$ cat src/inc/vdc_pkg.sv
package vdc_pkg;

    // register byte addresses on the bus
    localparam logic [11:0] ADDR_CODE_HIGH = 12'h000;
    localparam logic [11:0] ADDR_CODE_LOW  = 12'h004;
    localparam logic [11:0] ADDR_CONTROL   = 12'h008;
    localparam logic [11:0] ADDR_STATUS    = 12'h00C;

    localparam logic [7:0]  RESET_CODE_HIGH = 8'h00;
    localparam logic [7:0]  RESET_CODE_LOW  = 8'h00;
    localparam logic [7:0]  RESET_CONTROL   = 8'h00;

    localparam int          ENABLE_BIT      = 0;
    localparam int          STATUS_SETTLED  = 0;
    localparam int          STATUS_BUSY     = 1;

    // analog settling time and conversion cycle length
    localparam int          SETTLE_TIME_NS  = 10000;
    localparam int          CLK_PERIOD_NS   = 40;
    localparam int          SETTLE_CYCLES   = (SETTLE_TIME_NS + CLK_PERIOD_NS - 1) / CLK_PERIOD_NS;
    localparam int          CONV_CYCLES     = 4;

    localparam logic [1:0]  HTRANS_NONSEQ   = 2'b10;
    localparam logic [2:0]  HSIZE_WORD      = 3'b010;

    typedef struct packed
    {
        logic        wr;
        logic        rd;
        logic [11:0] addr;
    } vdc_acc_s;

    typedef struct packed
    {
        logic        enable;
        logic [15:0] code;
        logic        load;
    } vdc_dac_s;

endpackage

$ cat src/rtl/vdc_settle.sv
`timescale 1ns/1ns
module vdc_settle
(
    input  wire logic mclk,
    input  wire logic resetn,
    input  wire logic enable,
    input  wire logic load,
    output logic      settled,
    output logic      busy
);

    logic [15:0] settle_reg;
    logic [15:0] settle_next;
    logic [3:0]  conv_reg;
    logic [3:0]  conv_next;

    // settle count restarts whenever the analog part is off
    assign settle_next = !enable ? 16'h0000 :
                         (settle_reg == 16'(vdc_pkg::SETTLE_CYCLES)) ? settle_reg :
                         settle_reg + 16'h0001;
    assign conv_next   = load ? 4'(vdc_pkg::CONV_CYCLES) :
                         (conv_reg != 4'h0) ? conv_reg - 4'h1 : 4'h0;
    assign settled     = enable && (settle_reg == 16'(vdc_pkg::SETTLE_CYCLES));
    assign busy        = (conv_reg != 4'h0);

    always_ff @(posedge mclk or negedge resetn)
    begin
        if (!resetn)
        begin
            settle_reg <= 16'h0000;
            conv_reg   <= 4'h0;
        end
        else
        begin
            settle_reg <= settle_next;
            conv_reg   <= conv_next;
        end
    end

    a_busy_after_load : assert property (@(posedge mclk) disable iff (!resetn)
        load |=> busy [*4]) else $error("busy too short");
    a_busy_ends : assert property (@(posedge mclk) disable iff (!resetn)
        !load [*5] |-> !busy) else $error("busy too long");
    a_settle_off_clear : assert property (@(posedge mclk) disable iff (!resetn)
        !enable |-> !settled) else $error("settled while disabled");

endmodule

$ cat src/rtl/vdc_top.sv
`timescale 1ns/1ns
// Behaviour
// - converter code is two bytes: high holds bits 15..8, low holds 7..0
// - each high-byte write loads full 16-bit code and starts conversion
// - low-byte write only fills shadow buffer, output unchanged
// - high-byte write copies shadow into low-byte register same cycle
// - control bit 0 is converter enable, 1 enables, 0 disables
// - enable cleared powers analog circuitry down
// - control bits 7..1 read zero and ignore writes
module vdc_top
(
    input  wire logic        mclk,
    input  wire logic        resetn,
    input  wire logic        hsel,
    input  wire logic [11:0] haddr,
    input  wire logic [1:0]  htrans,
    input  wire logic        hwrite,
    input  wire logic [2:0]  hsize,
    input  wire logic [31:0] hwdata,
    input  wire logic        hready,
    output logic [31:0]      hrdata,
    output logic             hreadyout,
    output logic             hresp,
    output logic [15:0]      converter_code,
    output logic             converter_load,
    output logic             converter_power_down
);

    vdc_pkg::vdc_acc_s acc_reg;
    vdc_pkg::vdc_acc_s acc_next;
    logic [7:0]        code_high_reg;
    logic [7:0]        code_low_reg;
    logic [7:0]        shadow_reg;
    logic              enable_reg;
    logic [7:0]        code_high_next;
    logic [7:0]        code_low_next;
    logic [7:0]        shadow_next;
    logic              enable_next;
    logic [31:0]       rdata_reg;
    logic [31:0]       rdata_next;
    vdc_pkg::vdc_dac_s dac_reg;
    vdc_pkg::vdc_dac_s dac_next;
    logic              settled;
    logic              busy;
    wire               take;
    wire               wr_high;
    wire               wr_low;
    wire               wr_ctrl;
    wire               rd_now;
    wire [7:0]         wbyte;

    function automatic logic hit(input vdc_pkg::vdc_acc_s a, input logic [11:0] off);
        hit = (a.addr == off);
    endfunction

    // address phase accepted when selected, bus ready and a nonsequential transfer; hsize is not checked
    assign take     = hsel && hready && (htrans == vdc_pkg::HTRANS_NONSEQ);
    assign acc_next = take ? '{wr: hwrite, rd: !hwrite, addr: haddr} : '0;
    assign wbyte    = hwdata[7:0];
    assign wr_high  = acc_reg.wr && hit(acc_reg, vdc_pkg::ADDR_CODE_HIGH);
    assign wr_low   = acc_reg.wr && hit(acc_reg, vdc_pkg::ADDR_CODE_LOW);
    assign wr_ctrl  = acc_reg.wr && hit(acc_reg, vdc_pkg::ADDR_CONTROL);
    assign rd_now   = take && !hwrite;

    // next register values, also what a read in the same cycle returns
    assign shadow_next    = wr_low ? wbyte : shadow_reg;
    assign code_high_next = wr_high ? wbyte : code_high_reg;
    assign code_low_next  = wr_high ? shadow_reg : code_low_reg;
    assign enable_next    = wr_ctrl ? wbyte[vdc_pkg::ENABLE_BIT] : enable_reg;

    // read mux in address phase; a write in its data phase is seen; unmapped reads zero
    assign rdata_next =
        !rd_now ? rdata_reg :
        (haddr == vdc_pkg::ADDR_CODE_HIGH) ? {24'h000000, code_high_next} :
        (haddr == vdc_pkg::ADDR_CODE_LOW)  ? {24'h000000, code_low_next} :
        (haddr == vdc_pkg::ADDR_CONTROL)   ? {31'h00000000, enable_next} :
        (haddr == vdc_pkg::ADDR_STATUS)    ? {30'h00000000, busy, settled} :
        32'h00000000;

    // converter word launched on high write, using new high and shadow low
    assign dac_next = '{enable: enable_reg,
                        code:   wr_high ? {wbyte, shadow_reg} : dac_reg.code,
                        load:   wr_high};

    assign hreadyout            = 1'b1;
    assign hresp                = 1'b0;
    assign hrdata               = rdata_reg;
    assign converter_code       = dac_reg.code;
    assign converter_load       = dac_reg.load;
    assign converter_power_down = !dac_reg.enable;

    always_ff @(posedge mclk or negedge resetn)
    begin
        if (!resetn)
        begin
            acc_reg   <= '0;
            rdata_reg <= 32'h00000000;
            dac_reg   <= '0;
        end
        else
        begin
            acc_reg   <= acc_next;
            rdata_reg <= rdata_next;
            dac_reg   <= dac_next;
        end
    end

    always_ff @(posedge mclk or negedge resetn)
    begin
        if (!resetn)
        begin
            code_high_reg <= vdc_pkg::RESET_CODE_HIGH;
            code_low_reg  <= vdc_pkg::RESET_CODE_LOW;
            shadow_reg    <= vdc_pkg::RESET_CODE_LOW;
            enable_reg    <= vdc_pkg::RESET_CONTROL[vdc_pkg::ENABLE_BIT];
        end
        else
        begin
            code_high_reg <= code_high_next;
            code_low_reg  <= code_low_next;
            shadow_reg    <= shadow_next;
            enable_reg    <= enable_next;
        end
    end

    vdc_settle u_settle
    (
        .mclk    (mclk),
        .resetn  (resetn),
        .enable  (enable_reg),
        .load    (dac_reg.load),
        .settled (settled),
        .busy    (busy)
    );

    // converter word and shadow buffer
    a_high_loads : assert property (@(posedge mclk) disable iff (!resetn)
        wr_high |=> converter_load && converter_code == {$past(wbyte), $past(shadow_reg)})
        else $error("high write did not load code");
    a_low_no_load : assert property (@(posedge mclk) disable iff (!resetn)
        wr_low && !wr_high |=> !converter_load && $stable(converter_code))
        else $error("low write changed output");
    a_low_copy : assert property (@(posedge mclk) disable iff (!resetn)
        wr_high |=> code_low_reg == $past(shadow_reg))
        else $error("shadow not copied");
    a_high_store : assert property (@(posedge mclk) disable iff (!resetn)
        wr_high |=> code_high_reg == $past(wbyte))
        else $error("high byte not stored");
    a_code_halves : assert property (@(posedge mclk) disable iff (!resetn)
        converter_load |-> converter_code == {code_high_reg, code_low_reg})
        else $error("code differs from register halves");
    a_shadow_take : assert property (@(posedge mclk) disable iff (!resetn)
        wr_low |=> shadow_reg == $past(wbyte))
        else $error("low byte not buffered");
    a_shadow_hold : assert property (@(posedge mclk) disable iff (!resetn)
        !wr_low |=> $stable(shadow_reg))
        else $error("shadow changed without low write");
    a_regs_hold : assert property (@(posedge mclk) disable iff (!resetn)
        !wr_high |=> $stable(code_high_reg) && $stable(code_low_reg))
        else $error("code registers changed without high write");
    a_code_hold : assert property (@(posedge mclk) disable iff (!resetn)
        !converter_load |-> $stable(converter_code))
        else $error("code changed without load");
    a_no_load_idle : assert property (@(posedge mclk) disable iff (!resetn)
        !wr_high |=> !converter_load)
        else $error("spurious load");
    a_load_busy : assert property (@(posedge mclk) disable iff (!resetn)
        converter_load |=> busy)
        else $error("load did not start conversion");

    // enable bit and analog power
    a_enable_bit : assert property (@(posedge mclk) disable iff (!resetn)
        wr_ctrl |=> enable_reg == $past(wbyte[vdc_pkg::ENABLE_BIT]))
        else $error("enable not taken from bit 0");
    a_enable_hold : assert property (@(posedge mclk) disable iff (!resetn)
        !wr_ctrl |=> $stable(enable_reg))
        else $error("enable changed without control write");
    a_power_down : assert property (@(posedge mclk) disable iff (!resetn)
        !enable_reg |=> converter_power_down)
        else $error("powered while disabled");
    a_power_up : assert property (@(posedge mclk) disable iff (!resetn)
        enable_reg |=> !converter_power_down)
        else $error("powered down while enabled");

    // read data stands in the data phase, with the value it commits
    a_ctrl_zero : assert property (@(posedge mclk) disable iff (!resetn)
        rd_now && haddr == vdc_pkg::ADDR_CONTROL |=> hrdata[31:1] == 31'h00000000)
        else $error("control upper bits not zero");
    a_ctrl_read : assert property (@(posedge mclk) disable iff (!resetn)
        rd_now && haddr == vdc_pkg::ADDR_CONTROL |=> hrdata == {31'h00000000, enable_reg})
        else $error("control read wrong");
    a_low_read : assert property (@(posedge mclk) disable iff (!resetn)
        rd_now && haddr == vdc_pkg::ADDR_CODE_LOW |=> hrdata == {24'h000000, code_low_reg})
        else $error("low read not committed value");
    a_high_read : assert property (@(posedge mclk) disable iff (!resetn)
        rd_now && haddr == vdc_pkg::ADDR_CODE_HIGH |=> hrdata == {24'h000000, code_high_reg})
        else $error("high read wrong");
    a_status_off : assert property (@(posedge mclk) disable iff (!resetn)
        rd_now && haddr == vdc_pkg::ADDR_STATUS && !enable_reg
            |=> !hrdata[vdc_pkg::STATUS_SETTLED])
        else $error("settled read while disabled");
    a_status_read : assert property (@(posedge mclk) disable iff (!resetn)
        rd_now && haddr == vdc_pkg::ADDR_STATUS |=> hrdata[31:2] == 30'h00000000)
        else $error("status upper bits not zero");
    a_unmapped_read : assert property (@(posedge mclk) disable iff (!resetn)
        rd_now && haddr > vdc_pkg::ADDR_STATUS |=> hrdata == 32'h00000000)
        else $error("unmapped read not zero");
    a_read_steady : assert property (@(posedge mclk) disable iff (!resetn)
        !rd_now |=> $stable(hrdata))
        else $error("read data changed without read");

    // main scenarios
    c_low_then_high : cover property (@(posedge mclk) disable iff (!resetn)
        wr_low ##[1:8] wr_high);
    c_enable_settle : cover property (@(posedge mclk) disable iff (!resetn)
        wr_ctrl ##1 enable_reg ##[1:300] settled);
    c_read_low : cover property (@(posedge mclk) disable iff (!resetn)
        rd_now && haddr == vdc_pkg::ADDR_CODE_LOW);
    c_load_busy : cover property (@(posedge mclk) disable iff (!resetn)
        converter_load ##1 busy);
    c_read_status : cover property (@(posedge mclk) disable iff (!resetn)
        acc_reg.rd && hit(acc_reg, vdc_pkg::ADDR_STATUS));

endmodule

$ cat config.mk
export PLATFORM = sky130hd
export DESIGN_NAME = vdc_top
export DESIGN_NICKNAME = d
export VERILOG_FILES = /design/src/inc/vdc_pkg.sv /design/src/rtl/vdc_settle.sv /design/src/rtl/vdc_top.sv
export SDC_FILE = /design/constraint.sdc
export NUM_CORES = 1
export LEC_CHECK = 0
export BUFFER_PORTS_ARGS = -buffer_cell sky130_fd_sc_hd__buf_2
export CAP_MARGIN = 15
export CORE_ASPECT_RATIO = 0.7
export CORE_UTILIZATION = 45
export DETAILED_ROUTE_END_ITERATION = 8
export PLACE_DENSITY = 0.69
export SLEW_MARGIN = 20
export SYNTH_ARGS = -nofsm -noshare
export SYNTH_HDL_FRONTEND = slang
export SYNTH_HIERARCHICAL = 1
export SYNTH_SLANG_ARGS = --single-unit
$ cat constraint.sdc
create_clock -name mclk -period 2.44 [get_ports mclk]
set_clock_uncertainty 0.05 [all_clocks]
set_input_delay 0.122 -clock mclk [delete_from_list [all_inputs] [get_ports mclk]]
set_output_delay 0.122 -clock mclk [all_outputs]
set_load 0.05 [all_outputs]
======== Yosys cells after proc, flatten, opt, wreduce, memory -nomap -nowiden ========
Index checks and enable logic that the tools add are counted.
word-level totals
  register bits ........................... 108
  bits in latches ......................... 0
  memory bits (writable) .................. 0
  memory bits (read-only) ................. 0
  word-level logic and storage cells ...... 46
  memories kept ........................... 0
cells by class
  add/sub/neg operators ................... 2
  $mul .................................... 0
  divide/modulo/power cells ............... 0
  magnitude comparators ................... 0
  eq/ne operators ......................... 8
  shift-type cells ........................ 0
  muxes and demuxes ....................... 12
  bitwise gates (word level) .............. 0
  reduce and logical (&&, ||, !) cells .... 12
operators by type and width
  cell                                               count
  == test 12 x 4 -> 1 bit (second input constant)    3
  2-to-1 mux 16 bit                                  2
  2-to-1 mux 8 bit                                   4
  == test 12 x 3 -> 1 bit (second input constant)    2
  logical NOT 12 bit                                 2
  adder 16 x 1 -> 16 bit (second input constant)     1
  == test 16 x 8 -> 1 bit (second input constant)    1
  2-to-1 mux 14 bit                                  1
  2-to-1 mux 4 bit                                   2
  logical AND 1 bit                                  7
  2-to-1 mux 2 bit                                   2
  nonzero test 4 bit                                 1
  subtractor 4 x 1 -> 4 bit (second input constant)  1
  == test 2 bit (second input constant)              1
  logical NOT 1 bit                                  2
  != test 2 bit (second input constant)              1
  2-to-1 mux 1 bit                                   1

======== Depth between registers and ports, before layout ========
Gate-level depths: netlist (run 1).
  word-level depth ........................ 6
  depth in mapped cells ................... 9
  mapped depth without buffers ............ 9

======== By module ========
Netlist (run 1), hierarchy kept.
modules (own cells, without submodules)
  module      instances  cells each  area an instance (µm²)  seq. area each (µm²)
  vdc_top     1          263         2889.0                  1601.5
  vdc_settle  1          109         1062.3                  500.5

======== Least setup slack after synthesis (run 1) ========
Ideal clock, no wire load.
  path kind ............................... register -> register
  start ................................... register u_settle.settle_reg[12]
  end ..................................... register rdata_reg[0], in the netlist hrdata[0]
  library setup time ...................... 0.087 ns
  data arrival time ....................... 1.905 ns
  required time ........................... 2.303 ns
  setup slack ............................. 0.398 ns
  cell stages (with the launch flop) ...... 8
  buffers on the path ..................... 0
  period minus slack after synthesis ...... 2.042 ns
  path through ............................ dfrtp_1 -> or4_4 -> nor4_4 -> and2_1 -> nor2_1 -> nor4b_2 -> o221ai_1 -> o211ai_1
between the ends
  cells in the longest elaborated chain, start to end .. 6
RTL lines
  item                     line              RTL
  from (decl)              vdc_settle.sv:12  logic [15:0] settle_reg;
  from (signal assigned)   vdc_settle.sv:35  settle_reg <= settle_next;
  == test 16 x 8 -> 1 bit  vdc_settle.sv:23  assign settled = enable && (settle_reg == 16'(vdc_pkg::SETTLE_CYCLES));
  logical AND 1 bit        vdc_settle.sv:23
  named net settled        vdc_top.sv:43     logic settled;
  2-to-1 mux 2 bit         vdc_top.sv:77     (haddr == vdc_pkg::ADDR_STATUS) ? {30'h00000000, busy, settled} :
  2-to-1 mux 2 bit         vdc_top.sv:76     (haddr == vdc_pkg::ADDR_CONTROL) ? {31'h00000000, enable_next} :
  2-to-1 mux 8 bit         vdc_top.sv:75     (haddr == vdc_pkg::ADDR_CODE_LOW) ? {24'h000000, code_low_next} :
  2-to-1 mux 8 bit         vdc_top.sv:74     (haddr == vdc_pkg::ADDR_CODE_HIGH) ? {24'h000000, code_high_next} :
  to (signal assigned)     vdc_top.sv:103    rdata_reg <= rdata_next;
  to (decl)                vdc_top.sv:39     logic [31:0] rdata_reg;
The timed path passes the listed nets, and every way through them passes these cells.
A chain may end at the register's enable or synchronous reset.

======== Worst setup path after layout (run 1) ========
  start ................................... register acc_reg[5] (netlist name)
  end ..................................... register rdata_reg[4], in the netlist hrdata[4]
between the ends
  cells in the longest elaborated chain, start to end .. 5
  elaborated cells on any way between the ends .. 6
  classes of those cells .................. mux: 4; reduce/logical: 2
RTL lines
  item                    line            RTL
  from (decl)             vdc_top.sv:29   vdc_pkg::vdc_acc_s acc_reg;
  from (signal assigned)  vdc_top.sv:102  acc_reg <= acc_next;
  logical NOT 12 bit *    vdc_top.sv:53   hit = (a.addr == off);
  logical AND 1 bit *     vdc_top.sv:60   assign wr_high = acc_reg.wr && hit(acc_reg, vdc_pkg::ADDR_CODE_HIGH);
  2-to-1 mux 8 bit        vdc_top.sv:68   assign code_low_next = wr_high ? shadow_reg : code_low_reg;
  2-to-1 mux 8 bit        vdc_top.sv:75
  2-to-1 mux 8 bit *      vdc_top.sv:74
Every way passes the cells marked *; elsewhere a longest branch is shown, timed or not.

==> flow_summary.toml, run 1 <==
[setup_path]
arrival_ns = 2.40
critPathKind = "reg2reg"
r2r_cells = 6
cp.required_ns = 2.62
r2r-end = "hrdata[4]$_DFFE_PN0P_"
cp-start-kind = "register"
worstSetupStartpoint = "acc_reg[5]$_DFF_PN0_"
crit_fanout = 21
reg2reg_from = "acc_reg[5]$_DFF_PN0_"
rrSetupSlack_ns = 0.22
endpoint_kind = "register"
endpoint = "hrdata[4]$_DFFE_PN0P_"

[global_route]
overflow = 0
grt_busiest_layer = "met1"
grt_pass1_wl_um = 13100
grt_max_degree = 38
use_met1 = 0.281
use_met3 = 0.0415
grt_pass1_vias = 2539
antenna_found_initial = 0
track_usage = 0.189
met2_usage = 0.276

[routing]
vias = 2728
totalWireLength_um = 7830
first_pass_iters = 4
ant_nets = 0
drc = 0
route.detailed.wl_per_inst_um = 14.0
routed_via_density = 4.89
drt_iter0_markers = 165

[logic_synthesis]
synthTopCellsByArea = "dfrtp_1 (53%), buf_4 (8.4%), nand2_1 (6.1%)"
synth_top_area_cell = "dfrtp_1"
yosysUniqueCellTypes = 49
syn-cell-area_mm2 = 0.00395
syn_avg_cell_area_um2 = 10.6
synth_most_common_cell = "dfrtp_1"
yosys-top-cells-count = "dfrtp_1 (84), nand2_1 (64), buf_4 (44), inv_1 (24), mux2i_1 (20)"
netlist_instances = 372
synth-edff-count = 0
yosys_warnings = 6
async_reset_ff_frac = 1.00
ys.flop_type = "dfrtp_1"
ys_seq_area_frac = 0.532
synth_seq_cells = 84
yosys.area.top_type_share = 0.532

[cts]
cts_sinks = 84
cts_tree = "done"
cts_buffer_depth = 2
htree_levels = 3
cts_buffers = 9
clk_latency_ns = 0.33
cts_root_buf = "clkbuf_16"
clk_pin_slew_ns = 0.07
cts_resized = 0

[pwr]
powerDensity_mw_per_mm2 = 859
p_int_uw = 2720
seqPwrFrac = 0.424
netSwitchingPower_uw = 1280
combPwrFrac = 0.211
power_frac_clock = 0.365
p_sw_frac = 0.321
p_total_uw = 4000
peakVddDrop_mv = 0.419
power_leakage_uw = 0.00234

[min_path]
hp-class = "in2reg"
min_from = "haddr[0]"

[final_layout]
multi_input_area_mm2 = 0.00147
fill_cells = 750
area_growth_pct = 17.9
final_util = 0.549
seq_area_mm2 = 0.00210
nets = 490
drive_above_1_share = 0.231
n_antenna_cell = 0

[floorplan]
initial_utilization = 0.466
coreArea_mm2 = 0.00848
die_h_um = 80.4
die-area_mm2 = 0.00917
rows = 28
ios = 106
dieWidth_um = 114

[sta]
final_hold_viol_count = 0
max_freq_mhz = 451
fin_ws_ns = 0.223
post-route-min-period_ns = 2.22
final_max_slew_viol_count = 0
finalCritPeriodShare = 0.908
setup_viol = 0
final.setup.tns_ns = 0
rsz0062_at_grt = "no"

[place]
dp_hpwl_um = 5410
dp_slack_ns = 0.200
port_buffers = 52
gp_congestion = 0.832

[outcome]
status = "completed"

[run]
drv_cap = 0
==> worst min-delay path by stage <==
stage,to,cells after the start,slack (ns)
after global placement,u_settle/settle_reg[6]$_DFFE_PN0P_,1,0.06
final,acc_reg[0]$_DFF_PN0_,2,0.01
after CTS,acc_reg[0]$_DFF_PN0_,2,0.0009
after detailed placement,converter_code[10]$_DFFE_PN0N_,1,0.07
after floorplan,acc_reg[0]$_DFF_PN0_,0,-0.22
after global routing,acc_reg[0]$_DFF_PN0_,2,0.005
==> through the flow <==
step / instances / hold slack, ns / area, um^2
3_5_place_dp: 525 / 0.0669 / 4160
3_3_place_gp: 525 / 0.0578 / 4160
6_report: 558 / 0.0107 / 4660
2_1_floorplan: 396 / -0.224 / 4040
4_1_cts: 558 / 0.000942 / 4660
5_1_grt: 558 / 0.00546 / 4660
==> cells in the final DEF (no fill, tap or decap), types with 9 or more instances in the layout <==
master / n
clkbuf_16: 9
dfrtp_1: 84
nand2_1: 64
and2_1: 13
conb_1: 26
nor2_1: 9
mux2i_1: 20
buf_2: 51
buf_4: 9
a21oi_1: 10
mux2_2: 10
dlygate4sd3_1: 17
inv_1: 24
==> critical path: stages (launching register included) <==
cell and delay (ns):
dfrtp_1 0.36, nor4_1 0.44, and4b_1 0.38, buf_12 0.19, mux2i_1 0.35, o22ai_1 0.17
a21o_1 0.16
==> layout make-up <==
cell class | count | area share
multi-input cells | 235 | 0.316
inverters | 25 | 0.0202
clock inverters | 7 | 0.0215
repair buffers | 78 | 0.110
well taps | 120 | 0.0322
flip-flops and latches | 84 | 0.451
clock buffers | 9 | 0.0484
==> logic make-up (layout without fill, tap and decap cells) <==
kind of cell               Yosys count  in the layout  share of synthesized area
AOI/OAI and AO/OA                   36             36                     0.0589
DFF                                 84             84                      0.532
adders and majority gates            3              3                    0.00950
and+or+nand+nor                    138            138                      0.196
xor gates and xnor gates             2              2                    0.00443
buffers and inverters               77            119                      0.118
muxes                               30             30                     0.0792
other                                2             26                    0.00190
==> repair_timing <==
action                                 4_1_cts  5_1_grt
endpoints found under the hold margin       52        0
hold buffers                                17        0
buffers inserted                             0        0
==> layer usage <==
| layer | wire length (um) | vias up |
|---|---|---|
| li1 | - | 1305 |
| met1 | 3950 | 1346 |
| met2 | 3510 | 72 |
| met3 | 311 | 5 |
| met4 | 56 | 0 |
| met5 | 0 | - |
==> power groups by stage <==
stage / clock network, uW / logic [uW] / registers (uW)
finish: 1460 / 846 / 1700
global route: 1550 / 930 / 1720
CTS: 1500 / 847 / 1690
detailed placement: 0 / 824 / 1710
global placement: 0 / 800 / 1710
floorplan: 0 / 768 / 1680
Power figures use the tool's default switching activity.
==> run 2, diff against run 1 <==
ABC_AREA = 1   (was not set)
SYNTH_HIERARCHICAL = not set   (was 1)
==> flow_summary.toml, run 2 <==
[routing]
route.detailed.wl_per_inst_um = 12.0
drc = 0
drt_iter0_markers = 267
routed_via_density = 4.67
ant_nets = 0
totalWireLength_um = 7570
vias = 2937
first_pass_iters = 5

[sta]
setup_viol = 0
post-route-min-period_ns = 1.97
final.setup.tns_ns = 0
final_max_slew_viol_count = 0
worst_slew_pin_slew_ns = 0.578
max_freq_mhz = 506
slew_headroom = 0.613
rsz0062_at_grt = "no"
final_hold_viol_count = 0
finalCritPeriodShare = 0.809

[place]
place_area_mm2 = 0.00416
place_inst = 602
gp_congestion = 0.804
dp_hpwl_um = 5300
port_buffers = 52

[global_route]
grt_max_degree = 69
overflow = 0
track_usage = 0.181
grt_pass1_wl_um = 12700
antenna_found_initial = 0
grt_pass1_vias = 2628

[setup_path]
critPathKind = "reg2reg"
crit_fanout = 36
worstPathBufferInverterCount = 1
r2r_cells = 10
path_cells = "nor2_1 > nand2_1 > nor2_4 > nand2_4 > buf_4 > nand2_1 > o21ai_2 > nand2_1 > nand3_1 > o21a_1"
cp.required_ns = 2.63
cp-start-kind = "register"
endpoint_kind = "register"
crit_slowest_cell = "dfrtp_1"
cpPeakStageDelay_ns = 0.36
cp_num_cells = 10
cp_common_cell = "nand2_1"
cp_top_family = "simple AND/OR/NAND/NOR gates"
arrival_ns = 2.16

[pwr]
power_leakage_uw = 0.00235
netSwitchingPower_uw = 1480
power_frac_clock = 0.326
peakVddDrop_mv = 0.336
p_int_uw = 2600
seqPwrFrac = 0.422
p_sw_frac = 0.362
combPwrFrac = 0.252
powerDensity_mw_per_mm2 = 894

[logic_synthesis]
async_reset_ff_frac = 1.00
yosys_warnings = 0
synth-edff-count = 0
synth_top_area_cell = "dfrtp_1"
ys.flop_type = "dfrtp_1"
yosys-top-cells-count = "nand2_1 (92), dfrtp_1 (84), inv_1 (53), nor2_1 (50), buf_4 (42)"
yosysUniqueCellTypes = 33
syn_avg_cell_area_um2 = 8.79
synth_seq_cells = 84
synthTopCellsByArea = "dfrtp_1 (53%), nand2_1 (8.7%), buf_4 (7.9%)"
synth_most_common_cell = "nand2_1"
ys_seq_area_frac = 0.528
syn-cell-area_mm2 = 0.00398
yosys.area.top_type_share = 0.528
netlist_instances = 453

[cts]
clk_latency_ns = 0.35
htree_levels = 3
cts_buffer_depth = 2
cts_sinks = 84
cts_root_buf = "clkbuf_16"
cts_tree = "done"
clk_pin_slew_ns = 0.07
cts_buffers = 9
cts_resized = 0

[final_layout]
fill_cells = 792
final_util = 0.536
area_growth_pct = 14.5
drive_above_1_share = 0.187
seq_area_mm2 = 0.00210
final_cell_mix = "nand2_1 (92), dfrtp_1 (84), inv_1 (53)"
final_area_mm2 = 0.00456
nets = 561
n_antenna_cell = 0
multi_input_area_mm2 = 0.00140
final_common_cell = "nand2_1"
final_cells = 629

[floorplan]
die-area_mm2 = 0.00924
die_h_um = 80.7
initial_utilization = 0.468
rows = 28
dieWidth_um = 114
ios = 106
coreArea_mm2 = 0.00851

[run]
drv_cap = 0

[min_path]
hp-class = "in2reg"
whs_path_depth = 3

[outcome]
status = "completed"
==> run 2: changes by cell type after synthesis, moves of 12 or more <==
cell / delta
nor2_1: +41
inv_1: +29
nand2_1: +28
o21ai_0: +26
mux2i_1: -19
nand3_1: +18
and2_1: -13
o21ai_2: +12
==> run 2: area by class of cell <==
class	count	area share
clock buffer	9	0.0494
clock inverter	7	0.0143
inverter	53	0.0436
multi-input combinational	288	0.306
sequential	84	0.461
tap	120	0.0329
timing repair buffer	68	0.0927
==> run 2: metrics by stage <==
stage / hold WS, ns / total power, uW / setup slack (ns)
after detailed placement: -0.0481 / 2770 / 0.483
after floorplan: -0.224 / 2680 / 0.951
after CTS: 0.00444 / 4110 / 0.453
after global routing: 0.0176 / 4280 / 0.275
final: 0.0121 / 4080 / 0.465
after global placement: -0.0497 / 2740 / 0.540
==> run 2: logic make-up after synthesis <==
logic type	count (synthesis)	share of synthesized area
fa+ha+maj	3	0.00943
buf+inv	105	0.144
xor+xnor	3	0.00660
mux	1	0.00251
compound gates	64	0.0983
flops	84	0.528
simple gates	191	0.210
other cells	2	0.00189
==> run 2: metal layers <==
metal | routed length, um | global-route usage | vias to the layer above | part of all wire
met4 | 75 | 0.0532 | 0 | 0.0099
li1 | - | - | 1470 | -
met5 | 0 | 0 | - | 0
met2 | 3230 | 0.260 | 74 | 0.43
met3 | 419 | 0.0566 | 7 | 0.055
met1 | 3850 | 0.262 | 1386 | 0.51
==> run 2: tightest hold or removal path, stage by stage <==
cell and delay (ns):
buf_2 0.07, inv_1 0.06, nor2_1 0.11
==> run 2: final timing paths <==
kind                                           startpoint                            endpoint  slack (ns)
setup / recovery                     acc_reg[9]$_DFF_PN0_               hrdata[2]$_DFFE_PN0P_        0.47
hold / removal                                   haddr[8]                acc_reg[8]$_DFF_PN0_        0.01
setup reg to reg                     acc_reg[9]$_DFF_PN0_               hrdata[2]$_DFFE_PN0P_        0.47
hold reg to reg            u_settle.conv_reg[0]$_DFF_PN0_      u_settle.conv_reg[0]$_DFF_PN0_        0.40
max in group asynchronous                          resetn  u_settle.settle_reg[8]$_DFFE_PN0P_        1.59
min in group asynchronous                          resetn       converter_code[2]$_DFFE_PN0N_        0.13
==> run 2: power groups by stage <==
stage	sequential (uW)	clock (uW)	combinational, uW
5_1_grt	1740	1410	1120
6_report	1720	1330	1030
2_1_floorplan	1820	0	861
3_5_place_dp	1750	0	1020
4_1_cts	1720	1350	1040
3_3_place_gp	1740	0	1000
==> run 2: repair_timing <==
| action | in CTS | in global routing |
|---|---|---|
| endpoints found under the hold margin | 94 | 0 |
| hold buffers | 11 | 0 |
| buffers inserted | 0 | 0 |
